`src/rtl/arc_pkg.sv`:
```
// Constants for the converter result and calibration pointer register bank
// What this block does
// RULE_01: Bypass clear applies stored channel offset coefficient
// RULE_02: Bypass set corrects with zero offset
// RULE_03: Bypass is one global bit for all
// RULE_04: Result register read only, resets to zero
// RULE_05: Four bit pointer, input channel numbering
// RULE_06: Coefficient windows steered by pointer value
// RULE_07: Changing control two bits aborts conversion
// RULE_08: Offset coefficient is 24 bit per channel
// RULE_09: Offset write dropped during matching conversion
// RULE_10: Reserved bits read zero; pointer resets zero
package arc_pkg;
    localparam int unsigned ARC_AW = 8;
    localparam int unsigned ARC_DW = 24;
    localparam int unsigned ARC_NCH = 16;
    localparam logic [7:0] ARC_OFS_CTRL2 = 8'h23;
    localparam logic [7:0] ARC_OFS_RESULT = 8'h24;
    localparam logic [7:0] ARC_OFS_POINTER = 8'h25;
    localparam logic [7:0] ARC_OFS_OFFSET_WIN = 8'h26;
    localparam logic [7:0] ARC_OFS_GAIN_WIN = 8'h27;
    localparam int unsigned ARC_BIT_EXTCLK = 23;
    localparam int unsigned ARC_BIT_SYNC_MODE = 21;
    localparam int unsigned ARC_BIT_GAIN_BYPASS = 19;
    localparam int unsigned ARC_BIT_OFFSET_BYPASS = 18;
    localparam logic [23:0] ARC_CTRL2_MASK = 24'hac0000;
    localparam logic [23:0] ARC_CTRL2_RESET = 24'h000000;
    localparam logic [23:0] ARC_RESULT_RESET = 24'h000000;
    localparam logic [3:0] ARC_POINTER_RESET = 4'h0;
    localparam logic [23:0] ARC_OFFSET_RESET = 24'h000000;
    localparam logic [23:0] ARC_GAIN_RESET = 24'hc00000;
    localparam logic [23:0] ARC_ZERO_OFFSET = 24'h000000;
endpackage

```
`src/rtl/arc_regs.sv`:
```
// Converter result, control two and indirect calibration coefficient registers
`timescale 1ns/1ps
module arc_regs (
    input wire logic clk,
    input wire logic srst,
    input wire logic reg_wr,
    input wire logic reg_rd,
    input wire logic [arc_pkg::ARC_AW-1:0] reg_addr,
    input wire logic [arc_pkg::ARC_DW-1:0] reg_wdata,
    output logic [arc_pkg::ARC_DW-1:0] reg_rdata,
    input wire logic result_valid,
    input wire logic [arc_pkg::ARC_DW-1:0] result_data,
    input wire logic conv_busy,
    input wire logic [3:0] active_channel,
    output logic conv_abort,
    output logic [arc_pkg::ARC_DW-1:0] offset_applied,
    output logic [arc_pkg::ARC_DW-1:0] gain_applied,
    output logic gain_bypass,
    output logic offset_bypass,
    output logic ext_clock_sel,
    output logic sync_mode
);
    import arc_pkg::*;

    logic [23:0] ctrl2_q;
    logic [23:0] result_q;
    logic [3:0] pointer_q;
    logic [23:0] offset_mem_q [ARC_NCH];
    logic [23:0] gain_mem_q [ARC_NCH];
    logic [23:0] rdata_q;
    logic abort_q;
    logic [23:0] offset_app_q;
    logic [23:0] gain_app_q;
    logic [23:0] ctrl2_d;
    logic offset_block;

    function automatic logic arc_hit(input logic [7:0] a, input logic [7:0] ofs);
        arc_hit = (a == ofs);
    endfunction

    assign ctrl2_d = reg_wdata & ARC_CTRL2_MASK;
    assign offset_block = conv_busy && (pointer_q == active_channel);

    // Control two register and abort on change
    always_ff @(posedge clk) begin
        if (srst) begin
            ctrl2_q <= ARC_CTRL2_RESET;
            abort_q <= 1'b0;
        end else begin
            abort_q <= 1'b0;
            if (reg_wr && arc_hit(reg_addr, ARC_OFS_CTRL2)) begin
                ctrl2_q <= ctrl2_d; // [RULE_03]
                abort_q <= (ctrl2_d != ctrl2_q) && conv_busy; // [RULE_07]
            end
        end
    end

    // Checks on control two and the abort pulse
    a_abort_quiet: assert property (@(posedge clk) disable iff (srst) // [RULE_07]
        !(reg_wr && reg_addr == ARC_OFS_CTRL2) |=> !conv_abort)
        else $error("abort without control write");
    a_abort_same: assert property (@(posedge clk) disable iff (srst) // [RULE_07]
        reg_wr && reg_addr == ARC_OFS_CTRL2 && ctrl2_d == ctrl2_q |=> !conv_abort)
        else $error("abort on unchanged write");
    a_abort_idle: assert property (@(posedge clk) disable iff (srst) // [RULE_07]
        !conv_busy |=> !conv_abort)
        else $error("abort while idle");
    a_ctrl2_write: assert property (@(posedge clk) disable iff (srst) // [RULE_03]
        reg_wr && reg_addr == ARC_OFS_CTRL2 |=> ctrl2_q == $past(ctrl2_d))
        else $error("control two not written");

    // Result register, loaded only by the datapath
    always_ff @(posedge clk) begin
        if (srst) begin
            result_q <= ARC_RESULT_RESET; // [RULE_04]
        end else if (result_valid) begin
            result_q <= result_data; // [RULE_04]
        end
    end

    // Checks on the result register
    a_result_load: assert property (@(posedge clk) disable iff (srst) // [RULE_04]
        result_valid |=> result_q == $past(result_data))
        else $error("result not loaded");
    a_result_read: assert property (@(posedge clk) disable iff (srst) // [RULE_04]
        reg_rd && reg_addr == ARC_OFS_RESULT |=> rdata_q == $past(result_q))
        else $error("result misread");

    // Coefficient channel pointer
    always_ff @(posedge clk) begin
        if (srst) begin
            pointer_q <= ARC_POINTER_RESET; // [RULE_10]
        end else if (reg_wr && arc_hit(reg_addr, ARC_OFS_POINTER)) begin
            pointer_q <= reg_wdata[3:0]; // [RULE_05]
        end
    end

    // Checks on the pointer
    a_pointer_hold: assert property (@(posedge clk) disable iff (srst) // [RULE_05]
        !(reg_wr && reg_addr == ARC_OFS_POINTER) |=> $stable(pointer_q))
        else $error("pointer changed without write");

    // Per-channel coefficient storage
    generate
        for (genvar ch = 0; ch < ARC_NCH; ch++) begin : g_coef
            always_ff @(posedge clk) begin
                if (srst) begin
                    offset_mem_q[ch] <= ARC_OFFSET_RESET;
                    gain_mem_q[ch] <= ARC_GAIN_RESET;
                end else if (reg_wr && pointer_q == 4'(ch)) begin
                    if (arc_hit(reg_addr, ARC_OFS_OFFSET_WIN) && !offset_block) begin
                        offset_mem_q[ch] <= reg_wdata; // [RULE_06] [RULE_08] [RULE_09]
                    end
                    if (arc_hit(reg_addr, ARC_OFS_GAIN_WIN)) begin
                        gain_mem_q[ch] <= reg_wdata; // [RULE_06]
                    end
                end
            end
        end
    endgenerate

    // Checks on the coefficient windows
    a_gain_write: assert property (@(posedge clk) disable iff (srst) // [RULE_06]
        reg_wr && reg_addr == ARC_OFS_GAIN_WIN |=> gain_mem_q[$past(pointer_q)] == $past(reg_wdata))
        else $error("gain write lost");
    a_offset_read: assert property (@(posedge clk) disable iff (srst) // [RULE_06]
        reg_rd && reg_addr == ARC_OFS_OFFSET_WIN |=> rdata_q == $past(offset_mem_q[pointer_q]))
        else $error("offset window misread");

    // Read data, one cycle after the read strobe
    always_ff @(posedge clk) begin
        if (srst) begin
            rdata_q <= 24'h000000;
        end else if (reg_rd) begin
            if (arc_hit(reg_addr, ARC_OFS_CTRL2)) begin
                rdata_q <= ctrl2_q;
            end else if (arc_hit(reg_addr, ARC_OFS_RESULT)) begin
                rdata_q <= result_q;
            end else if (arc_hit(reg_addr, ARC_OFS_POINTER)) begin
                rdata_q <= {20'h00000, pointer_q}; // [RULE_10]
            end else if (arc_hit(reg_addr, ARC_OFS_OFFSET_WIN)) begin
                rdata_q <= offset_mem_q[pointer_q]; // [RULE_06]
            end else if (arc_hit(reg_addr, ARC_OFS_GAIN_WIN)) begin
                rdata_q <= gain_mem_q[pointer_q]; // [RULE_06]
            end else begin
                rdata_q <= 24'h000000;
            end
        end
    end

    // Checks on read data
    a_rdata_hold: assert property (@(posedge clk) disable iff (srst) // [RULE_06]
        !reg_rd |=> $stable(rdata_q))
        else $error("read data changed without read");
    a_ctrl2_rsv: assert property (@(posedge clk) disable iff (srst) // [RULE_10]
        reg_rd && reg_addr == ARC_OFS_CTRL2 |=> (rdata_q & ~ARC_CTRL2_MASK) == 24'h000000)
        else $error("control two reserved bits set");
    a_unmapped_zero: assert property (@(posedge clk) disable iff (srst) // [RULE_10]
        reg_rd && reg_addr != ARC_OFS_CTRL2 && reg_addr != ARC_OFS_RESULT && reg_addr != ARC_OFS_POINTER
        && reg_addr != ARC_OFS_OFFSET_WIN && reg_addr != ARC_OFS_GAIN_WIN |=> rdata_q == 24'h000000)
        else $error("unmapped read not zero");

    // Coefficients handed to the correction datapath
    always_ff @(posedge clk) begin
        if (srst) begin
            offset_app_q <= ARC_ZERO_OFFSET;
            gain_app_q <= ARC_GAIN_RESET;
        end else begin
            if (ctrl2_q[ARC_BIT_OFFSET_BYPASS]) begin
                offset_app_q <= ARC_ZERO_OFFSET; // [RULE_02] [RULE_03]
            end else begin
                offset_app_q <= offset_mem_q[active_channel]; // [RULE_01]
            end
            gain_app_q <= gain_mem_q[active_channel];
        end
    end

    // Checks on the coefficients handed on
    a_gain_applied: assert property (@(posedge clk) disable iff (srst) // [RULE_06]
        1'b1 |=> gain_app_q == $past(gain_mem_q[active_channel]))
        else $error("gain not handed on");

    assign reg_rdata = rdata_q;
    assign conv_abort = abort_q;
    assign offset_applied = offset_app_q;
    assign gain_applied = gain_app_q;
    assign gain_bypass = ctrl2_q[ARC_BIT_GAIN_BYPASS];
    assign offset_bypass = ctrl2_q[ARC_BIT_OFFSET_BYPASS];
    assign ext_clock_sel = ctrl2_q[ARC_BIT_EXTCLK];
    assign sync_mode = ctrl2_q[ARC_BIT_SYNC_MODE];

    // Checks on storage, pointer, bypass, result and abort
    a_offset_used: assert property (@(posedge clk) disable iff (srst) // [RULE_01]
        !ctrl2_q[ARC_BIT_OFFSET_BYPASS] |=> offset_app_q == $past(offset_mem_q[active_channel]))
        else $error("offset not applied");
    a_bypass_zero: assert property (@(posedge clk) disable iff (srst) // [RULE_02]
        ctrl2_q[ARC_BIT_OFFSET_BYPASS] |=> offset_app_q == ARC_ZERO_OFFSET)
        else $error("bypass offset not zero");
    a_bypass_keeps: assert property (@(posedge clk) disable iff (srst) // [RULE_03]
        ctrl2_q[ARC_BIT_OFFSET_BYPASS] && !reg_wr |=> $stable(offset_mem_q[pointer_q]))
        else $error("bypass changed storage");
    a_result_ro: assert property (@(posedge clk) disable iff (srst) // [RULE_04]
        !result_valid |=> $stable(result_q))
        else $error("result changed without result");
    a_pointer_wr: assert property (@(posedge clk) disable iff (srst) // [RULE_05]
        reg_wr && reg_addr == ARC_OFS_POINTER |=> pointer_q == $past(reg_wdata[3:0]))
        else $error("pointer not written");
    a_window_read: assert property (@(posedge clk) disable iff (srst) // [RULE_06]
        reg_rd && reg_addr == ARC_OFS_GAIN_WIN |=> rdata_q == $past(gain_mem_q[pointer_q]))
        else $error("gain window misread");
    a_abort_change: assert property (@(posedge clk) disable iff (srst) // [RULE_07]
        reg_wr && reg_addr == ARC_OFS_CTRL2 && conv_busy && ctrl2_d != ctrl2_q |=> conv_abort)
        else $error("abort missing");
    a_offset_write: assert property (@(posedge clk) disable iff (srst) // [RULE_08]
        reg_wr && reg_addr == ARC_OFS_OFFSET_WIN && !offset_block
        |=> offset_mem_q[$past(pointer_q)] == $past(reg_wdata))
        else $error("offset write lost");
    a_offset_block: assert property (@(posedge clk) disable iff (srst) // [RULE_09]
        reg_wr && reg_addr == ARC_OFS_OFFSET_WIN && offset_block |=> $stable(offset_mem_q[pointer_q]))
        else $error("blocked offset write landed");
    a_pointer_rsv: assert property (@(posedge clk) disable iff (srst) // [RULE_10]
        reg_rd && reg_addr == ARC_OFS_POINTER |=> rdata_q[23:4] == 20'h00000)
        else $error("pointer reserved bits set");
endmodule

```
`config.mk`:
```
export PLATFORM = sky130hd
export DESIGN_NAME = arc_regs
export DESIGN_NICKNAME = d
export VERILOG_FILES = /design/src/rtl/arc_pkg.sv /design/src/rtl/arc_regs.sv
export SDC_FILE = /design/constraint.sdc
export NUM_CORES = 1
export LEC_CHECK = 0
export BUFFER_PORTS_ARGS = -buffer_cell sky130_fd_sc_hd__buf_2
export CAP_MARGIN = 25
export CORE_MARGIN = 2
export CORE_UTILIZATION = 45
export CTS_CLUSTER_SIZE = 10
export DETAILED_ROUTE_END_ITERATION = 8
export GPL_TIMING_DRIVEN = 0
export MAX_ROUTING_LAYER = met4
export PLACE_DENSITY = 0.62
export SYNTH_ARGS = -nofsm -noshare
export SYNTH_HDL_FRONTEND = slang
export SYNTH_SLANG_ARGS = --single-unit
```
`constraint.sdc`:
```
create_clock -name clk -period 6 [get_ports clk]
set_input_delay 0.3 -clock clk [delete_from_list [all_inputs] [get_ports clk]]
set_output_delay 0.3 -clock clk [all_outputs]
set_load 0.05 [all_outputs]
```
==> impl_metrics.json, run 1 <==
{
  "crit_type": "reg -> reg",
  "crit_family": "buffers and inverters",
  "cts_root_buf": "clkbuf_16",
  "drc": 0,
  "status": "finished, final reports clean",
  "critPathRequiredTime_ns": 6.58,
  "nets": 3380,
  "synth_top_family_by_area": "multiplexers",
  "cts.reportedPaths.clkPinSlew_ns": 0.07,
  "fin_crit_ns": 4.68,
  "synth_compound_area_share_pct": 3.24,
  "final_cell_mix": "edfxtp_1 (768), and2_1 (605), mux4_2 (417), clkbuf_1 (262), buf_2 (181)",
  "instances_no_fill": 4698,
  "final_cell_area_mm2": 0.0524,
  "path_buf_inv": 6,
  "cap_violations": 0,
  "synth.distinct_cells": 57,
  "grt_max_degree": 20,
  "cp_cell_sequence": "buf_4, buf_2, buf_2, buf_2, buf_2, clkbuf_1, a21oi_1, a222oi_1, a21oi_1",
  "cts_tree": "yes",
  "finalCritPeriodShare_pct": 78.0,
  "port_buffers": 138,
  "dp_hpwl_um": 131000,
  "tightest_slew_ns": 1.23,
  "drt_iter0_drc": 5481,
  "gr-total-overflow": 0,
  "clkSinkCount": 877,
  "critPathLaunchType": "flop",
  "cp_max_fo": 10,
  "dp.cells": 4450,
  "worstHoldPathType": "in -> reg",
  "grt_pass1_vias": 31441,
  "cp_slowest_cell": "clkbuf_1",
  "die_w_um": 320,
  "postRouteAntennaNets": 0,
  "synth.area.mux_share_pct": 23.3,
  "syn_nets": 3015,
  "synth_edf_count": 768,
  "setup_viol": 0,
  "finalSetupTns_ns": 0,
  "slew_violations": 0,
  "ir_worst_vdd_v": 0.000232,
  "syn_avg_cell_area_um2": 15.2,
  "drive_gt1_share_pct": 31.0,
  "initial_core_util_pct": 45.5,
  "dieArea_mm2": 0.102,
  "synth_fa_ha_area_share_pct": 0,
  "rsz0062_at_grt": "false",
  "nFillCells": 8126,
  "maxSlewHeadroom_pct": 18.2,
  "final_core_util_pct": 53.2,
  "firstDrtPassIters": 6,
  "htreeDepth": 3,
  "syn_inst": 2949,
  "clock_tree.buffer_depth": 3,
  "crit_top_cell": "buf_2",
  "max_freq_ghz": 0.214,
  "synth_xor_area_share_pct": 0.156,
  "core_region_area_mm2": 0.0986,
  "syn2layout_area_growth_pct": 17.0,
  "power.leakage_nw": 18.5,
  "routedWlPerCell_um": 40.7,
  "grt_first_pass_wirelength_um": 257000,
  "synthSimpleGateAreaFrac_pct": 14.3,
  "ys_seq_area_share_pct": 56.3,
  "ys_async_sr_fraction_pct": 0,
  "die_y_um": 320,
  "multiInputGateArea_mm2": 0.0187,
  "cts_made_buffers": 101,
  "regArea_mm2": 0.0252,
  "synth_area_mm2": 0.0448,
  "cpPeakStageDelay_ns": 0.81,
  "vias": 31904,
  "grt.total_usage_pct": 38.5,
  "final_common_cell": "edfxtp_1",
  "cp-end-kind": "flop",
  "ys_warn_count": 0,
  "ys.flop_type": "edfxtp_1",
  "clk_latency_ns": 0.71,
  "place_congestion": 0.982,
  "skew_ns": 0.0203,
  "dpl-instance-area_mm2": 0.0489,
  "rows": 115,
  "pre_cts_ws_ns": 1.64,
  "antenna_found_initial": 10,
  "via_per_inst": 6.79,
  "routed_wl_um": 191000,
  "ios": 143,
  "hold_violations": 0,
  "timing.final.ws_setup_ns": 1.32,
  "power.density_mw_per_mm2": 270,
  "hold_slack_ns": 0.0214,
  "critPathArrivalTime_ns": 5.26,
  "ys_seq_elements": 877,
  "total_power_mw": 14.2
}
[cell families after synthesis]
group / Yosys count
AND/OR/NAND/NOR: 1028
flip-flops: 877
multiplexers: 520
buffers and inverters: 304
AO/OA/AOI/OAI: 212
XOR/XNOR: 8
[synth_stat cells, types with 2 or more instances]
library cell	instances	area (um^2)
nand2_2	3	18.8
nor2b_1	51	319
nor2_1	70	263
nor3b_1	2	15.0
a2111oi_0	6	52.6
a32oi_1	2	17.5
and3_1	8	50.1
mux2i_1	94	941
and2_1	605	3780
o211ai_1	9	67.6
a221oi_1	19	166
nor2_4	16	180
nand2_1	49	184
a211oi_1	18	135
a21oi_1	45	225
clkbuf_2	33	165
nor4_1	2	12.5
dfxtp_1	109	2180
o22ai_1	5	31.3
nor4b_1	2	17.5
a31oi_1	11	68.8
clkbuf_1	199	747
nand3b_1	3	22.5
or3_1	33	206
edfxtp_1	768	23100
nand3_1	23	115
buf_4	8	60.1
inv_1	2	7.51
a22oi_1	4	30.0
buf_2	33	165
xor2_1	7	61.3
buf_1	27	101
o21ai_0	39	195
mux4_2	417	9390
a222oi_1	11	110
mux2_2	9	101
nor3_1	6	30.0
or2_2	7	43.8
o2bb2ai_1	3	26.3
and2_2	140	1050
o21bai_1	32	240
o221ai_1	4	35.0
[area by class of cell]
cell class | instances | area share [%]
Sequential cell | 877 | 48.1
Multi-Input combinational cell | 1768 | 35.7
Clock buffer | 183 | 5.70
Timing Repair Buffer | 262 | 4.86
Tap cell | 1287 | 3.07
Buffer | 300 | 2.40
Clock inverter | 6 | 0.0930
Antenna cell | 11 | 0.0525
Inverter | 4 | 0.0286
[worst reg2reg max path, stage by stage, from the launching register on]
cell	delay, ns
dfxtp_1	0.30
buf_4	0.22
buf_2	0.34
buf_2	0.59
buf_2	0.61
buf_2	0.66
clkbuf_1	0.81
a21oi_1	0.53
a222oi_1	0.39
a21oi_1	0.11
[final timing paths]
path         cells after the start  slack [ns]                         end                        from
max reg2reg                      9        1.32  reg_rdata[13]$_SDFFE_PP0P_                        flop
min                              3        0.02   pointer_q[2]$_SDFFE_PP0N_                reg_wdata[2]
max                              9        1.32  reg_rdata[13]$_SDFFE_PP0P_                        flop
min reg2reg                      2        0.52  reg_rdata[15]$_SDFFE_PP0P_  reg_rdata[15]$_SDFFE_PP0P_
[where the power goes]
part	switching [mW]	leakage, nW	total, mW	internal [mW]
Sequential	0.110	8.73	6.93	6.82
Combinational	0.806	8.27	1.29	0.488
Clock	2.59	1.46	5.92	3.33
Total	3.51	18.5	14.2	10.6
[sequential cells by signal, indices dropped and copies added (netlist names), named ones only]
register and count:
conv_abort 1, ctrl2_q 4, gain_applied 24, gain_mem_q 384
offset_applied 24, offset_mem_q 384, pointer_q 4, reg_rdata 24
result_q 24
[per-layer routing]
metal / share of wire [%] / global-route usage [%]
met5: 0 / -
met4: 6.7 / 21.7
met3: 15 / 13.4
met2: 43 / 54.6
met1: 35 / 48.1
[timing repair]
| item | CTS | global route |
|---|---|---|
| gates resized for setup | 0 | 0 |
| hold buffers | 45 | 0 |
| hold endpoints to repair | 65 | 0 |
| setup buffers | 0 | 0 |
No activity file was read; power rests on OpenSTA's default activity.
==> run 2: changes to the inputs <==
==> constraint.sdc (replaced) <==
create_clock -name clk -period 4.4 [get_ports clk]
set_input_delay 0.22 -clock clk [delete_from_list [all_inputs] [get_ports clk]]
set_output_delay 0.22 -clock clk [all_outputs]
set_load 0.05 [all_outputs]
==> impl_metrics.json, run 2 (synthesized netlist as in run 1, its figures left out) <==
{
  "clkSinkCount": 877,
  "cts_root_buf": "clkbuf_16",
  "rsz0062_at_grt": "false",
  "total_power_mw": 19.3,
  "critPathLaunchType": "flop",
  "grtUsageMet1_pct": 48.2,
  "largestRegisters": "gain_mem_q x384, offset_mem_q x384",
  "timing.final.ws_setup_ns": -0.0418,
  "crit_top_cell": "buf_2",
  "rows": 115,
  "core_region_area_mm2": 0.0986,
  "maxSlewHeadroom_pct": 18.8,
  "hold_end": "result_q[1]$_SDFFE_PP0P_",
  "syn2layout_area_growth_pct": 17.1,
  "cap_violations": 0,
  "grt_max_degree": 20,
  "firstDrtPassIters": 9,
  "finalSetupTns_ns": -0.0426,
  "rrSetupSlack_ns": -0.04,
  "clock_tree.buffer_depth": 3,
  "setup_viol": 2,
  "max_freq_ghz": 0.225,
  "final_common_cell": "edfxtp_1",
  "cpPeakStageDelay_ns": 0.88,
  "top_usage_layer": "met2",
  "ios": 143,
  "r2r-end": "reg_rdata[12]$_SDFFE_PP0P_",
  "cts_made_buffers": 101,
  "nFillCells": 8123,
  "die_y_um": 320,
  "regArea_mm2": 0.0252,
  "place_congestion": 0.982,
  "drc": 0,
  "rr_worst_depth": 8,
  "multiInputGateArea_mm2": 0.0187,
  "cp_max_fo": 10,
  "fin_crit_ns": 4.44,
  "pre_cts_ws_ns": 0.0388,
  "vias": 31912,
  "crit_family": "buffers and inverters",
  "worstHoldPathType": "in -> reg",
  "initial_core_util_pct": 45.5,
  "drive_gt1_share_pct": 31.0,
  "die_w_um": 320,
  "power.leakage_nw": 18.5,
  "dp_hpwl_um": 131000,
  "crit_type": "reg -> reg",
  "final_cell_mix": "edfxtp_1 (768), and2_1 (605), mux4_2 (417), clkbuf_1 (261), buf_2 (181)",
  "use_met3_pct": 13.3,
  "violations": "negative setup slack",
  "grt_first_pass_wirelength_um": 257000,
  "cp-end-kind": "flop",
  "antenna_found_initial": 10,
  "final_core_util_pct": 53.3,
  "routed_wl_um": 191000,
  "min-delay-start": "result_valid",
  "power.density_mw_per_mm2": 367,
  "critPathArrivalTime_ns": 4.99,
  "postRouteAntennaNets": 0,
  "ir_worst_vdd_v": 0.000317,
  "slew_violations": 0,
  "cp_slowest_cell": "a222oi_1",
  "critPathRequiredTime_ns": 4.95,
  "finalCritPeriodShare_pct": 101,
  "status": "finished, violations left",
  "hold_depth": 3,
  "path_buf_inv": 5,
  "htreeDepth": 3,
  "skew_ns": 0.0261,
  "cts.reportedPaths.clkPinSlew_ns": 0.06,
  "dieArea_mm2": 0.102,
  "hold_violations": 0,
  "grt_pass1_vias": 31472,
  "port_buffers": 138,
  "grt.total_usage_pct": 38.5,
  "dpl-instance-area_mm2": 0.0489,
  "clk_latency_ns": 0.72,
  "tightest_slew_ns": 1.22,
  "nets": 3388,
  "gr-total-overflow": 0,
  "cts_setup_buffers": 0,
  "routedWlPerCell_um": 40.6,
  "cts_tree": "yes",
  "grtUsageMet2_pct": 54.7,
  "via_per_inst": 6.79,
  "cp_cell_sequence": "buf_4, buf_2, buf_2, buf_2, buf_2, nor2_1, a222oi_1, a31oi_1",
  "drt_iter0_drc": 5438,
  "final_cell_area_mm2": 0.0525
}
## run 2: changes by cell type in the layout (fill, tap and decap cells not counted), sizes merged
cell and delta:
dlygate4sd3 +8, diode -5
## run 2: routing by layer
metal / vias up / routed length (um)
met2: 2872 / 82200
met4: 0 / 12800
met1: 16346 / 67700
met5: - / 0
met3: 632 / 28300
li1: 12062 / -
## run 2: metrics by stage
stage / instances / hold slack [ns]
after floorplan: 2949 / 0.367
after global placement: 4374 / 0.459
after detailed placement: 4450 / 0.463
after CTS: 4692 / 0.00594
after global routing: 4700 / 0.0571
final: 4701 / 0.0128
## run 2: layout make-up
| type | count | area share, % |
|---|---|---|
| Sequential cell | 877 | 48.1 |
| Multi-Input combinational cell | 1768 | 35.6 |
| Clock buffer | 183 | 5.69 |
| Timing Repair Buffer | 270 | 5.01 |
| Tap cell | 1287 | 3.07 |
| Buffer | 300 | 2.40 |
| Clock inverter | 6 | 0.0929 |
| Inverter | 4 | 0.0286 |
| Antenna cell | 6 | 0.0286 |
## run 2: worst register-to-register path: cells and delay by family (launching register included)
family          cells  cell delay (ns)
simple gates        1             0.41
flops               1             0.30
buf+inv             5             2.52
compound gates      2             1.05
## run 2: worst max path at each step
stage / from / end / slack (ns) / cells after the start
2_1_floorplan: reg_addr[4] / offset_mem_q[12][0]$_SDFFCE_PN0P_ / 1.05 / 5
3_3_place_gp: reg_addr[4] / gain_mem_q[3][13]$_SDFFCE_PN0P_ / -1.83 / 7
3_5_place_dp: flop / reg_rdata[13]$_SDFFE_PP0P_ / 0.04 / 9
4_1_cts: flop / reg_rdata[13]$_SDFFE_PP0P_ / 0.03 / 9
5_1_grt: flop / reg_rdata[22]$_SDFFE_PP0P_ / 0.01 / 8
6_report: flop / reg_rdata[12]$_SDFFE_PP0P_ / -0.04 / 8
## run 2: what timing repair did
action / in CTS / in global routing
hold buffers: 53 / 0
hold endpoints to repair: 78 / 0
setup endpoints to repair: 0 / 3
gates resized for setup: 0 / 3
## run 2: where the power goes
group,switching (mW),internal (mW),total (mW)
Clock,3.53,4.54,8.07
Combinational,1.10,0.669,1.77
Sequential,0.151,9.30,9.45
Total,4.78,14.5,19.3
